File: config.mk
export PLATFORM = sky130hd
export DESIGN_NAME = asp_ctrl
export DESIGN_NICKNAME = d
export VERILOG_FILES = /design/src/asp_pkg.sv /design/src/asp_sync_if.sv /design/src/asp_ctrl.sv /design/src/asp_sync.sv
export SDC_FILE = /design/constraint.sdc
export NUM_CORES = 1
export LEC_CHECK = 0
export BUFFER_PORTS_ARGS = -buffer_cell sky130_fd_sc_hd__buf_2
export CAP_MARGIN = 30
export CELL_PAD_IN_SITES_DETAIL_PLACEMENT = 0
export CELL_PAD_IN_SITES_GLOBAL_PLACEMENT = 1
export CORE_ASPECT_RATIO = 1.75
export CORE_UTILIZATION = 39
export DETAILED_ROUTE_END_ITERATION = 16
export GPL_TIMING_DRIVEN = 0
export HOLD_SLACK_MARGIN = 0.02
export PLACE_DENSITY = 0.81
export SLEW_MARGIN = 20
export SYNTH_ARGS = -nofsm -noshare
export SYNTH_HDL_FRONTEND = slang
export SYNTH_HIERARCHICAL = 1
export SYNTH_SLANG_ARGS = --single-unit
File: constraint.sdc
create_clock -name clk_sys_in -period 1.51 [get_ports clk_sys_in]
set_input_delay 0 -clock clk_sys_in [delete_from_list [all_inputs] [get_ports clk_sys_in]]
set_output_delay 0 -clock clk_sys_in [all_outputs]
set_load 0.03 [all_outputs]
File: src/asp_pkg.sv
package asp_pkg;

  // Four-level strap as delivered by the pad comparator
  typedef logic [1:0] asp_lvl_t;

  localparam asp_lvl_t LVL_ZERO = 2'h0;  // Tied low
  localparam asp_lvl_t LVL_R    = 2'h1;  // Resistor to ground
  localparam asp_lvl_t LVL_F    = 2'h2;  // Floating
  localparam asp_lvl_t LVL_ONE  = 2'h3;  // Tied high

  // Strap capture sequence
  typedef enum logic [1:0] {ST_SETTLE, ST_CAPTURE, ST_RUN} asp_st_t;

  localparam int       CLK_PERIOD_NS = 40;         // System clock period
  localparam int       HPD_LOW_NS    = 2_000_000;  // Hot-plug low limit, 2 ms
  // Least time, rounded up to whole cycles
  localparam int       HPD_LOW_CYC   = (HPD_LOW_NS + CLK_PERIOD_NS - 1) / CLK_PERIOD_NS;
  localparam logic [1:0] SETTLE_LAST = 2'h3;       // Last settle count, four cycles waited for synchronisers
  localparam int       SYNC_W        = 17;         // Pins plus seven straps
  localparam int       ADDR_W        = 2;          // Address strap bits
  localparam int       EQ_SEL_W      = 4;          // Two straps per gain select

endpackage : asp_pkg

File: src/asp_sync_if.sv
interface asp_sync_if #(parameter int W = 1) (input wire logic clk);
  logic [W-1:0] raw;   // Asynchronous pin levels
  logic [W-1:0] sync;  // Levels after two flip-flops

  modport syncer (input clk, input raw, output sync);
  modport user   (output raw, input sync);
endinterface : asp_sync_if

File: src/asp_ctrl.sv
module asp_ctrl
  import asp_pkg::*;
#(
  parameter int HPD_CYC = asp_pkg::HPD_LOW_CYC  // Hot-plug low limit in cycles
) (
  input  wire logic                     clk_sys_in,             // System clock
  input  wire logic                     sys_rst_in,             // Sync reset
  input  wire logic                     flip_scl_pin_in,        // Shared clock pin
  input  wire logic                     usb_path_ctrl_in,       // Shared data pin
  input  wire logic                     display_path_ctrl_in,   // Also hot_plug_in
  input  wire asp_pkg::asp_lvl_t        cfg_sel_strap_in,       // Mode strap
  input  wire asp_pkg::asp_lvl_t        display_eq_strap_lo_in, // Also addr_strap_bit1
  input  wire asp_pkg::asp_lvl_t        display_eq_strap_hi_in,
  input  wire asp_pkg::asp_lvl_t        usb_up_eq_strap_lo_in,  // Also addr_strap_bit0
  input  wire asp_pkg::asp_lvl_t        usb_up_eq_strap_hi_in,
  input  wire asp_pkg::asp_lvl_t        usb_dn_eq_strap_lo_in,  // Downstream eq straps
  input  wire asp_pkg::asp_lvl_t        usb_dn_eq_strap_hi_in,
  input  wire logic                     reg_display_en_in,      // From register file
  input  wire logic                     reg_usb_en_in,          // From register file
  input  wire logic                     reg_flip_in,            // From register file
  output logic                          strap_valid_out,        // Straps captured
  output logic                          serial_mode_out,        // Serial bus active
  output logic                          io_hi_volt_out,         // Serial I/O at 3.3 V
  output logic                          aeq_en_out,             // Adaptive eq on
  output logic [asp_pkg::ADDR_W-1:0]    dev_addr_out,           // Serial target address
  output logic [asp_pkg::EQ_SEL_W-1:0]  display_eq_sel_out,     // Display gain select
  output logic [asp_pkg::EQ_SEL_W-1:0]  usb_up_eq_sel_out,      // Upstream gain select
  output logic                          flip_out,               // Orientation
  output logic                          usb_path_en_out,        // USB switch on
  output logic                          display_en_out,         // Display lanes on
  output logic                          aux_sw_closed_out,      // Aux-to-sideband closed
  output logic                          aux_to_sbu1_out,        // Aux on first pins
  output logic                          aux_to_sbu2_out,        // Aux on second pins
  output logic                          serial_scl_out,         // Clock to serial slave
  output logic                          serial_sda_out          // Data to serial slave
);

  localparam int CNT_W = $clog2(HPD_CYC + 2);  // Counter holds limit plus one

  // Synchronised pins and straps
  asp_sync_if #(.W(SYNC_W)) pin_if (.clk(clk_sys_in));

  logic     clk_pin_s;   // Shared clock pin
  logic     data_pin_s;  // Shared data pin
  logic     dctl_pin_s;  // Display control or hot-plug pin
  asp_lvl_t cfg_s;       // Mode strap
  asp_lvl_t deq_lo_s;    // Display eq straps
  asp_lvl_t deq_hi_s;
  asp_lvl_t ueq_lo_s;    // Upstream eq straps
  asp_lvl_t ueq_hi_s;
  asp_lvl_t deq_dn_lo_s; // Downstream eq straps
  asp_lvl_t deq_dn_hi_s;

  assign pin_if.raw = {flip_scl_pin_in, usb_path_ctrl_in, display_path_ctrl_in,
                       cfg_sel_strap_in, display_eq_strap_lo_in, display_eq_strap_hi_in,
                       usb_up_eq_strap_lo_in, usb_up_eq_strap_hi_in,
                       usb_dn_eq_strap_lo_in, usb_dn_eq_strap_hi_in};

  asp_sync #(.W(SYNC_W)) u_sync (
    .sif    (pin_if.syncer),
    .rst_in (sys_rst_in)
  );

  assign {clk_pin_s, data_pin_s, dctl_pin_s, cfg_s, deq_lo_s, deq_hi_s,
          ueq_lo_s, ueq_hi_s, deq_dn_lo_s, deq_dn_hi_s} = pin_if.sync;

  // Strap decode of the current synchronised levels
  logic dec_serial;  // Serial bus selected
  logic dec_hiv;     // Serial bus at high I/O voltage
  logic dec_aeq;     // Adaptive eq selected

  always_comb begin
    dec_serial = 1'b0;
    dec_hiv    = 1'b0;
    dec_aeq    = 1'b0;
    case (cfg_s)
      LVL_ZERO: begin
        dec_serial = 1'b0;
        dec_aeq    = 1'b0;
      end
      LVL_ONE: begin
        dec_serial = 1'b1;
        dec_hiv    = 1'b1;
      end
      LVL_R: begin                                           // Test mode, bus at 3.3 V
        dec_serial = 1'b1;
        dec_hiv    = 1'b1;
      end
      default: begin                                         // Floating strap
        if (deq_dn_lo_s == LVL_ZERO && deq_dn_hi_s == LVL_ZERO) begin
          dec_serial = 1'b1;                                 // Bus at 1.8 V
        end else begin
          dec_aeq    = 1'b1;                                 // Pin mode with adaptive eq
        end
      end
    endcase
  end

  // Strap capture state
  asp_st_t                st_q, st_d;
  logic [1:0]             settle_q, settle_d;
  logic                   serial_q, serial_d;
  logic                   hiv_q, hiv_d;
  logic                   aeq_q, aeq_d;
  logic [ADDR_W-1:0]      addr_q, addr_d;
  logic [EQ_SEL_W-1:0]    deq_q, deq_d;
  logic [EQ_SEL_W-1:0]    ueq_q, ueq_d;

  // Wait for synchronisers, capture once, then hold
  always_comb begin
    st_d     = st_q;
    settle_d = settle_q;
    serial_d = serial_q;
    hiv_d    = hiv_q;
    aeq_d    = aeq_q;
    addr_d   = addr_q;
    deq_d    = deq_q;
    ueq_d    = ueq_q;
    case (st_q)
      ST_SETTLE: begin
        if (settle_q == SETTLE_LAST) begin
          st_d = ST_CAPTURE;
        end else begin
          settle_d = settle_q + 2'h1;
        end
      end
      ST_CAPTURE: begin
        serial_d = dec_serial;
        hiv_d    = dec_hiv;
        aeq_d    = dec_aeq;
        deq_d    = {deq_hi_s, deq_lo_s};
        ueq_d    = {ueq_hi_s, ueq_lo_s};
        addr_d   = dec_serial ? {deq_lo_s[1], ueq_lo_s[1]} : '0;
        st_d     = ST_RUN;
      end
      ST_RUN: begin                                          // Held until reset
        st_d = ST_RUN;
      end
      default: begin
        st_d = ST_SETTLE;
      end
    endcase
  end

  always_ff @(posedge clk_sys_in) begin
    if (sys_rst_in) begin
      st_q     <= ST_SETTLE;
      settle_q <= 2'h0;
      serial_q <= 1'b0;
      hiv_q    <= 1'b0;
      aeq_q    <= 1'b0;
      addr_q   <= '0;
      deq_q    <= '0;
      ueq_q    <= '0;
    end else begin
      st_q     <= st_d;
      settle_q <= settle_d;
      serial_q <= serial_d;
      hiv_q    <= hiv_d;
      aeq_q    <= aeq_d;
      addr_q   <= addr_d;
      deq_q    <= deq_d;
      ueq_q    <= ueq_d;
    end
  end

  wire run = (st_q == ST_RUN);  // Straps valid

  // Hot-plug low counter, register mode only
  logic [CNT_W-1:0] hpd_cnt_q, hpd_cnt_d;
  logic             hpd_timeout;  // Low longer than the limit

  assign hpd_timeout = (hpd_cnt_q > CNT_W'(HPD_CYC));

  always_comb begin
    hpd_cnt_d = '0;
    if (run && serial_q && !dctl_pin_s) begin
      hpd_cnt_d = hpd_timeout ? hpd_cnt_q : hpd_cnt_q + CNT_W'(1);
    end
  end

  always_ff @(posedge clk_sys_in) begin
    if (sys_rst_in) begin
      hpd_cnt_q <= '0;
    end else begin
      hpd_cnt_q <= hpd_cnt_d;
    end
  end

  // Pin routing and display control
  logic flip_q, flip_d;
  logic usb_q, usb_d;
  logic disp_q, disp_d;
  logic aux_q, aux_d;
  logic scl_q, scl_d;
  logic sda_q, sda_d;
  logic disp_req;  // Display requested by pin or register

  always_comb begin
    disp_req = 1'b0;
    flip_d   = 1'b0;
    usb_d    = 1'b0;
    scl_d    = 1'b1;                                         // Idle bus level
    sda_d    = 1'b1;
    if (run && !serial_q) begin
      flip_d   = clk_pin_s;
      usb_d    = data_pin_s;
      disp_req = dctl_pin_s;
    end else if (run) begin
      scl_d    = clk_pin_s;
      sda_d    = data_pin_s;
      flip_d   = reg_flip_in;
      usb_d    = reg_usb_en_in;
      disp_req = reg_display_en_in;
    end
    disp_d = disp_req && !(serial_q && hpd_timeout);
    aux_d  = disp_req;                                       // Stays closed on timeout
  end

  always_ff @(posedge clk_sys_in) begin
    if (sys_rst_in) begin
      flip_q <= 1'b0;
      usb_q  <= 1'b0;
      disp_q <= 1'b0;
      aux_q  <= 1'b0;
      scl_q  <= 1'b1;
      sda_q  <= 1'b1;
    end else begin
      flip_q <= flip_d;
      usb_q  <= usb_d;
      disp_q <= disp_d;
      aux_q  <= aux_d;
      scl_q  <= scl_d;
      sda_q  <= sda_d;
    end
  end

  assign strap_valid_out    = run;
  assign serial_mode_out    = serial_q;
  assign io_hi_volt_out     = hiv_q;
  assign aeq_en_out         = aeq_q;
  assign dev_addr_out       = addr_q;
  assign display_eq_sel_out = deq_q;
  assign usb_up_eq_sel_out  = ueq_q;
  assign flip_out           = flip_q;
  assign usb_path_en_out    = usb_q;
  assign display_en_out     = disp_q;
  assign aux_sw_closed_out  = aux_q;
  assign aux_to_sbu1_out    = aux_q && !flip_q;
  assign aux_to_sbu2_out    = aux_q && flip_q;
  assign serial_scl_out     = scl_q;
  assign serial_sda_out     = sda_q;

  // Checks
  pin_flip_a: assert property (@(posedge clk_sys_in) disable iff (sys_rst_in)
    (run && !serial_q) |=> (flip_out == $past(clk_pin_s)) && serial_scl_out)
    else $error("Flip not taken from clock pin in pin mode");
  ser_clock_a: assert property (@(posedge clk_sys_in) disable iff (sys_rst_in)
    (run && serial_q) |=> (serial_scl_out == $past(clk_pin_s)) && (flip_out == $past(reg_flip_in)))
    else $error("Clock pin not routed to serial bus");
  usb_pin_a: assert property (@(posedge clk_sys_in) disable iff (sys_rst_in)
    (run && !serial_q) |=> (usb_path_en_out == $past(data_pin_s)))
    else $error("USB switch not following data pin");
  disp_pin_a: assert property (@(posedge clk_sys_in) disable iff (sys_rst_in)
    (run && !serial_q) |=> (display_en_out == $past(dctl_pin_s)))
    else $error("Display enable not following control pin");
  disp_reg_a: assert property (@(posedge clk_sys_in) disable iff (sys_rst_in)
    (run && serial_q && !reg_display_en_in) |=> !display_en_out)
    else $error("Display enabled without register request");
  hpd_kill_a: assert property (@(posedge clk_sys_in) disable iff (sys_rst_in)
    (hpd_timeout && reg_display_en_in) |=> !display_en_out && aux_sw_closed_out)
    else $error("Hot-plug timeout did not disable lanes");
  addr_map_a: assert property (@(posedge clk_sys_in) disable iff (sys_rst_in)
    (st_q == ST_CAPTURE && dec_serial) |=> dev_addr_out == {$past(deq_lo_s[1]), $past(ueq_lo_s[1])})
    else $error("Address not taken from straps");
  eq_sel_a: assert property (@(posedge clk_sys_in) disable iff (sys_rst_in)
    (st_q == ST_CAPTURE) |=> (display_eq_sel_out == {$past(deq_hi_s), $past(deq_lo_s)})
                           && (usb_up_eq_sel_out == {$past(ueq_hi_s), $past(ueq_lo_s)}))
    else $error("Eq select not captured");
  sbu_route_a: assert property (@(posedge clk_sys_in) disable iff (sys_rst_in)
    (run && aux_d) |=> (aux_to_sbu2_out == flip_out) && (aux_to_sbu1_out != flip_out))
    else $error("Aux not routed by orientation");
  mode_zero_a: assert property (@(posedge clk_sys_in) disable iff (sys_rst_in)
    (st_q == ST_CAPTURE && cfg_s == LVL_ZERO) |=> !serial_mode_out && !aeq_en_out)
    else $error("Level zero did not select pin mode");
  strap_hold_a: assert property (@(posedge clk_sys_in) disable iff (sys_rst_in)
    (run) |=> $stable(serial_q) && $stable(addr_q) && $stable(deq_q) && $stable(ueq_q))
    else $error("Strap result changed after capture");

endmodule : asp_ctrl

File: src/asp_sync.sv
module asp_sync #(
  parameter int W = 1
) (
  asp_sync_if.syncer    sif,     // Pins in, synchronised levels out
  input  wire logic     rst_in   // Synchronous reset, active high
);

  logic [W-1:0] meta_q;  // First stage, read only by the second
  logic [W-1:0] meta_d;
  logic [W-1:0] sync_q;  // Second stage
  logic [W-1:0] sync_d;

  // Next values of both stages
  always_comb begin
    meta_d = sif.raw;
    sync_d = meta_q;
  end

  // Two-stage register
  always_ff @(posedge sif.clk) begin
    if (rst_in) begin
      meta_q <= '0;
      sync_q <= '0;
    end else begin
      meta_q <= meta_d;
      sync_q <= sync_d;
    end
  end

  assign sif.sync = sync_q;

endmodule : asp_sync

# After elaboration in Yosys (flattened, before gate mapping)
# Index checks and enable logic that the tools add are counted.
# op_classes
mux,14
magnitude_cmp,1
reduce_logical,22
add_sub_neg,2
n_eq_ne,6
n_bitwise,3
# op_table
op,n
$add A16 B1 Y16 const B,1
$gt A16 B16 Y1 const B,1
$mux W1,10
$logic_and A1 B1 Y1,8
$logic_not A2 Y1,4
$eq A2 B2 Y1 const B,3
$reduce_or A2 Y1,3
$reduce_or A3 Y1,2
$eq A2 B1 Y1 const B,2
$logic_not A1 Y1,4
$mux W2,2
$pmux W2 S2,1
$not A1 Y1,3
$add A2 B1 Y2 const B,1
$ne A2 B2 Y1 const B,1
$pmux W1 S2,1
$reduce_and A2 Y1,1
# word_totals
elab_cells,65
input_bits,22
register_bits,73

# Depth between registers and ports, before layout
# depth
word_depth,5
ltp_mapped,7
depth_no_buf,6

# Cells and area by module
# Netlist, hierarchy kept.
# modules_own_cells
mod,instances,seq_area_each_um2,area_per_inst_um2,cells_each
asp_ctrl,1,780.7,1828.0,198
asp_sync,1,680.7,937.1,71

# Worst setup path before layout
# OpenSTA, ideal clock, no wires.
# synth_timing
kind,reg2reg
startpoint,register st_q[0]
endpoint,register hpd_cnt_q[13]
slack_ns,-0.124
t_arrival_ns,1.575
stages_incl_launch_ff,8
t_required_ns,1.451
setup_time_ns,0.059
path_cell_list,dfxtp_1 -> inv_1 -> ha_1 -> nand3b_1 -> or2_2 -> buf_1 -> nor2_1 -> a41o_1
# synth_via
elab_chain_cells,5
# synth_lines
element,line_no,source
from (decl),asp_ctrl.sv:100,"asp_st_t st_q, st_d;"
from (signal assigned),asp_ctrl.sv:156,st_q <= st_d;
$eq A2 B2 Y1,asp_ctrl.sv:167,wire run = (st_q == ST_RUN);
net strap_valid_out,asp_ctrl.sv:21,"output logic strap_valid_out,"
$logic_and A1 B1 Y1 (2 in series),asp_ctrl.sv:177,if (run && serial_q && !dctl_pin_s) begin
$not A1 Y1 (no line),--,
$reduce_or A2 Y1 (no line),--,
to (signal assigned),asp_ctrl.sv:186,hpd_cnt_q <= hpd_cnt_d;
to (decl),asp_ctrl.sv:170,"logic [CNT_W-1:0] hpd_cnt_q, hpd_cnt_d;"
# The timed path passes the listed nets, and every way through them passes these cells.
# A chain may end at the register's enable or synchronous reset.

# Worst setup path after layout
# layout_timing
startpoint,register hpd_cnt_q[0]
endpoint,register hpd_cnt_q[2]
# layout_via
elab_chain_cells,1
elab_cells_between_ends,2
# layout_lines
element,line_no
$add A16 B1 Y16 / $gt A16 B16 Y1 (equally long branches),"asp_ctrl.sv:178, asp_ctrl.sv:173"
# Parallel ways exist; a longest one is shown, timed or not.

==> flow_summary.toml <==
[status]
status = "finished with violations"
violations = "setup timing"

[sta]
hold_ws_ns = 0.0794
fmax_mhz = 595
final-hold-violation-count = 0
fin_crit_ns = 1.68
tightest_slew_ns = 0.465
setup_viol = 14
slew_viol_final = 0
rsz0062_at_grt = "true"
relSlewSlack_pct = 68.7
finalCritPeriodShare_pct = 111
setup_ws_ns = -0.171
finalClockSkew_ns = 0.00496

[logic_synthesis]
synth_cells = 269
syn_nets = 297
synthTopCellsByArea = "dfxtp_1 53%, mux2i_1 7.2%, nor2b_1 7.2%"
ys_dominant_reg_cell = "dfxtp_1"
synth-seq-cells = 73
yosys.cell_types.count = 47
syn_avg_cell_area_sq_um = 10.3
synth_common_cells = "73 x dfxtp_1, 32 x nor2b_1, 22 x nor2_1, 20 x mux2i_1, 13 x nand2_1"
synth_area_sq_um = 2770
yosys_warnings = 6
synth.largest_area_cell = "dfxtp_1"
synth_edf_count = 0
synth_top_area_share_pct = 52.9
async_flop_share_pct = 0
ys_seq_area_share_pct = 52.9
synth_most_common_cell = "dfxtp_1"

[routing]
detail_route.vias_per_cell = 4.90
drtIter0Drc = 90
ant_nets = 0
remaining_drc_errors = 0
drt-total-wl_mm = 5.66
wl_per_cell_um = 12.9
num_vias = 2157
drt_pre_antenna_iters = 4

[clocking]
ctsRootBufferMaster = "clkbuf_16"
cts_buffer_depth = 2
cts_buffers = 9
clkLatencyLatePin_ns = 0.32
ctsHtreeMaxLevel = 3
clk_pin_slew_worst_paths_ns = 0.06
cts_tree = "built"
cts.sinks = 73

[placed_design]
dp_hpwl_mm = 3.74
place.gp.congestion = 0.787
io_buffers = 43
dp.cells = 396
dpl_cell_area_sq_um = 3100
place_ws_ns = -0.291

[flow_run]
cap_violations = 0

[worst_setup_path]
start_kind = "flip-flop"
end_kind = "flip-flop"
crit_fanout = 5
required_ns = 1.77
worstPathArrival_ns = 1.94
criticalPathCategory = "reg -> reg"

[pwr]
ir_worst_vdd_uv = 842
power.density_nw_per_um2 = 1170
p_leak_nw = 1.55

[floorplan]
die_x_um = 65.7
placementRows = 40
initial_core_util_pct = 40.3
core-area_sq_um = 6860
die_area_sq_um = 7440
ios = 44
die_height_um = 113

[cells_and_area]
num_antenna_cells = 0
nNetsFinal = 379
final_cells = 440
final_area_sq_um = 3780
drive_above_1_share_pct = 32.6
area_delta_synth_final_pct = 36.8

[worst_hold_path]
hp-class = "in -> reg"

[global_route]
grt_pass1_wl_mm = 9.20
grt_max_degree = 12
overflow = 0
grt_pass1_vias = 2105
grtUsageTotal_pct = 16.5
grt_antenna_before_repair = 0
routing by layer:
metal  GRT usage, %  up-vias  part of all wire [%]
li1               -     1089                     -
met1           15.8     1013                    39
met2           30.1       44                    55
met3           5.40       11                   3.5
met4           8.70        0                   2.4
met5              0        -                     0
worst max-delay path: stages, from the launching register on:
cell      delay [ns]
dfxtp_2         0.32
inv_2           0.07
ha_4            0.13
and4bb_2        0.26
a221oi_4        0.09
buf_6           0.16
or4_1           0.46
a21oi_1         0.12
placed cells by master, fill, tap and decap left out, types with 5 or more instances in the layout:
cell type / instances
mux2i_1: 20
dfxtp_2: 6
nor2_1: 21
dlygate4sd3_1: 20
inv_1: 5
nand2_1: 13
nor2b_1: 32
dfxtp_1: 67
nand4_1: 8
a21oi_1: 6
buf_4: 10
clkbuf_16: 9
buf_2: 44
nand3_1: 5
nand2b_1: 6
buf_6: 7
clkbuf_1: 5
path summary, 6_finish.rpt:
kind                    startpoint            endpoint  slack [ns]  cells after the start
hold reg to reg   u_sync/meta_q[8]  u_sync/sif.sync[8]        0.43                      1
hold / removal          sys_rst_in   u_sync/meta_q[14]        0.08                      2
setup / recovery      hpd_cnt_q[0]        hpd_cnt_q[2]       -0.17                      7
setup reg to reg      hpd_cnt_q[0]        hpd_cnt_q[2]       -0.17                      7
registers in the layout, summed over array words and instances (netlist names), 2 cells and up:
register / count
usb_up_eq_sel_out: 4
dev_addr_out: 2
display_eq_sel_out: 4
hpd_cnt_q: 16
u_sync/meta_q: 17
settle_q: 2
st_q: 2
u_sync/sif.sync: 17
logic make-up after synthesis:
family	Yosys count	synth area share, %
and+or+nand+nor	121	26.0
DFF	73	52.9
AOI/OAI and AO/OA	28	6.97
buffers and inverters	20	3.94
muxes	20	7.24
adders and majority gates	6	2.71
xor gates and xnor gates	1	0.317
area by class of cell:
cell class,count,area [sq um]
plain buffers,8,65.1
clock buffers,14,264
clock inverters,2,12.5
fillers,607,3070
inverters,7,26.3
multi-input cells,176,1310
flip-flops and latches,73,1470
well taps,84,105
repair buffers,76,537
stage by stage:
stage | utilization (%) | total power, mW | TNS (ns)
after floorplan | - | 2.39 | -0.150
after global placement | 45.2 | 2.48 | -4.00
after detailed placement | 45.2 | 2.49 | -4.68
after CTS | 53.9 | 4.48 | -1.38
after global routing | 55.2 | 4.62 | -2.04
final | 55.2 | 4.42 | -1.24
timing repair:
| action | 4_1_cts | 5_1_grt |
|---|---|---|
| endpoints found under the hold margin | 20 | 0 |
| setup endpoints to repair | 26 | 23 |
| cloned | 1 | 0 |
| resized for setup | 25 | 14 |
| hold buffers | 20 | 0 |
| setup buffers | 6 | 6 |
| pin swaps | 11 | 11 |
power by group:
group | total [mW] | switching, mW | internal [mW]
registers | 2.06 | 0.0411 | 2.02
clock network | 1.93 | 0.729 | 1.20
logic | 0.434 | 0.214 | 0.220
total | 4.42 | 0.984 | 3.44
Power figures use the tool's default switching activity.
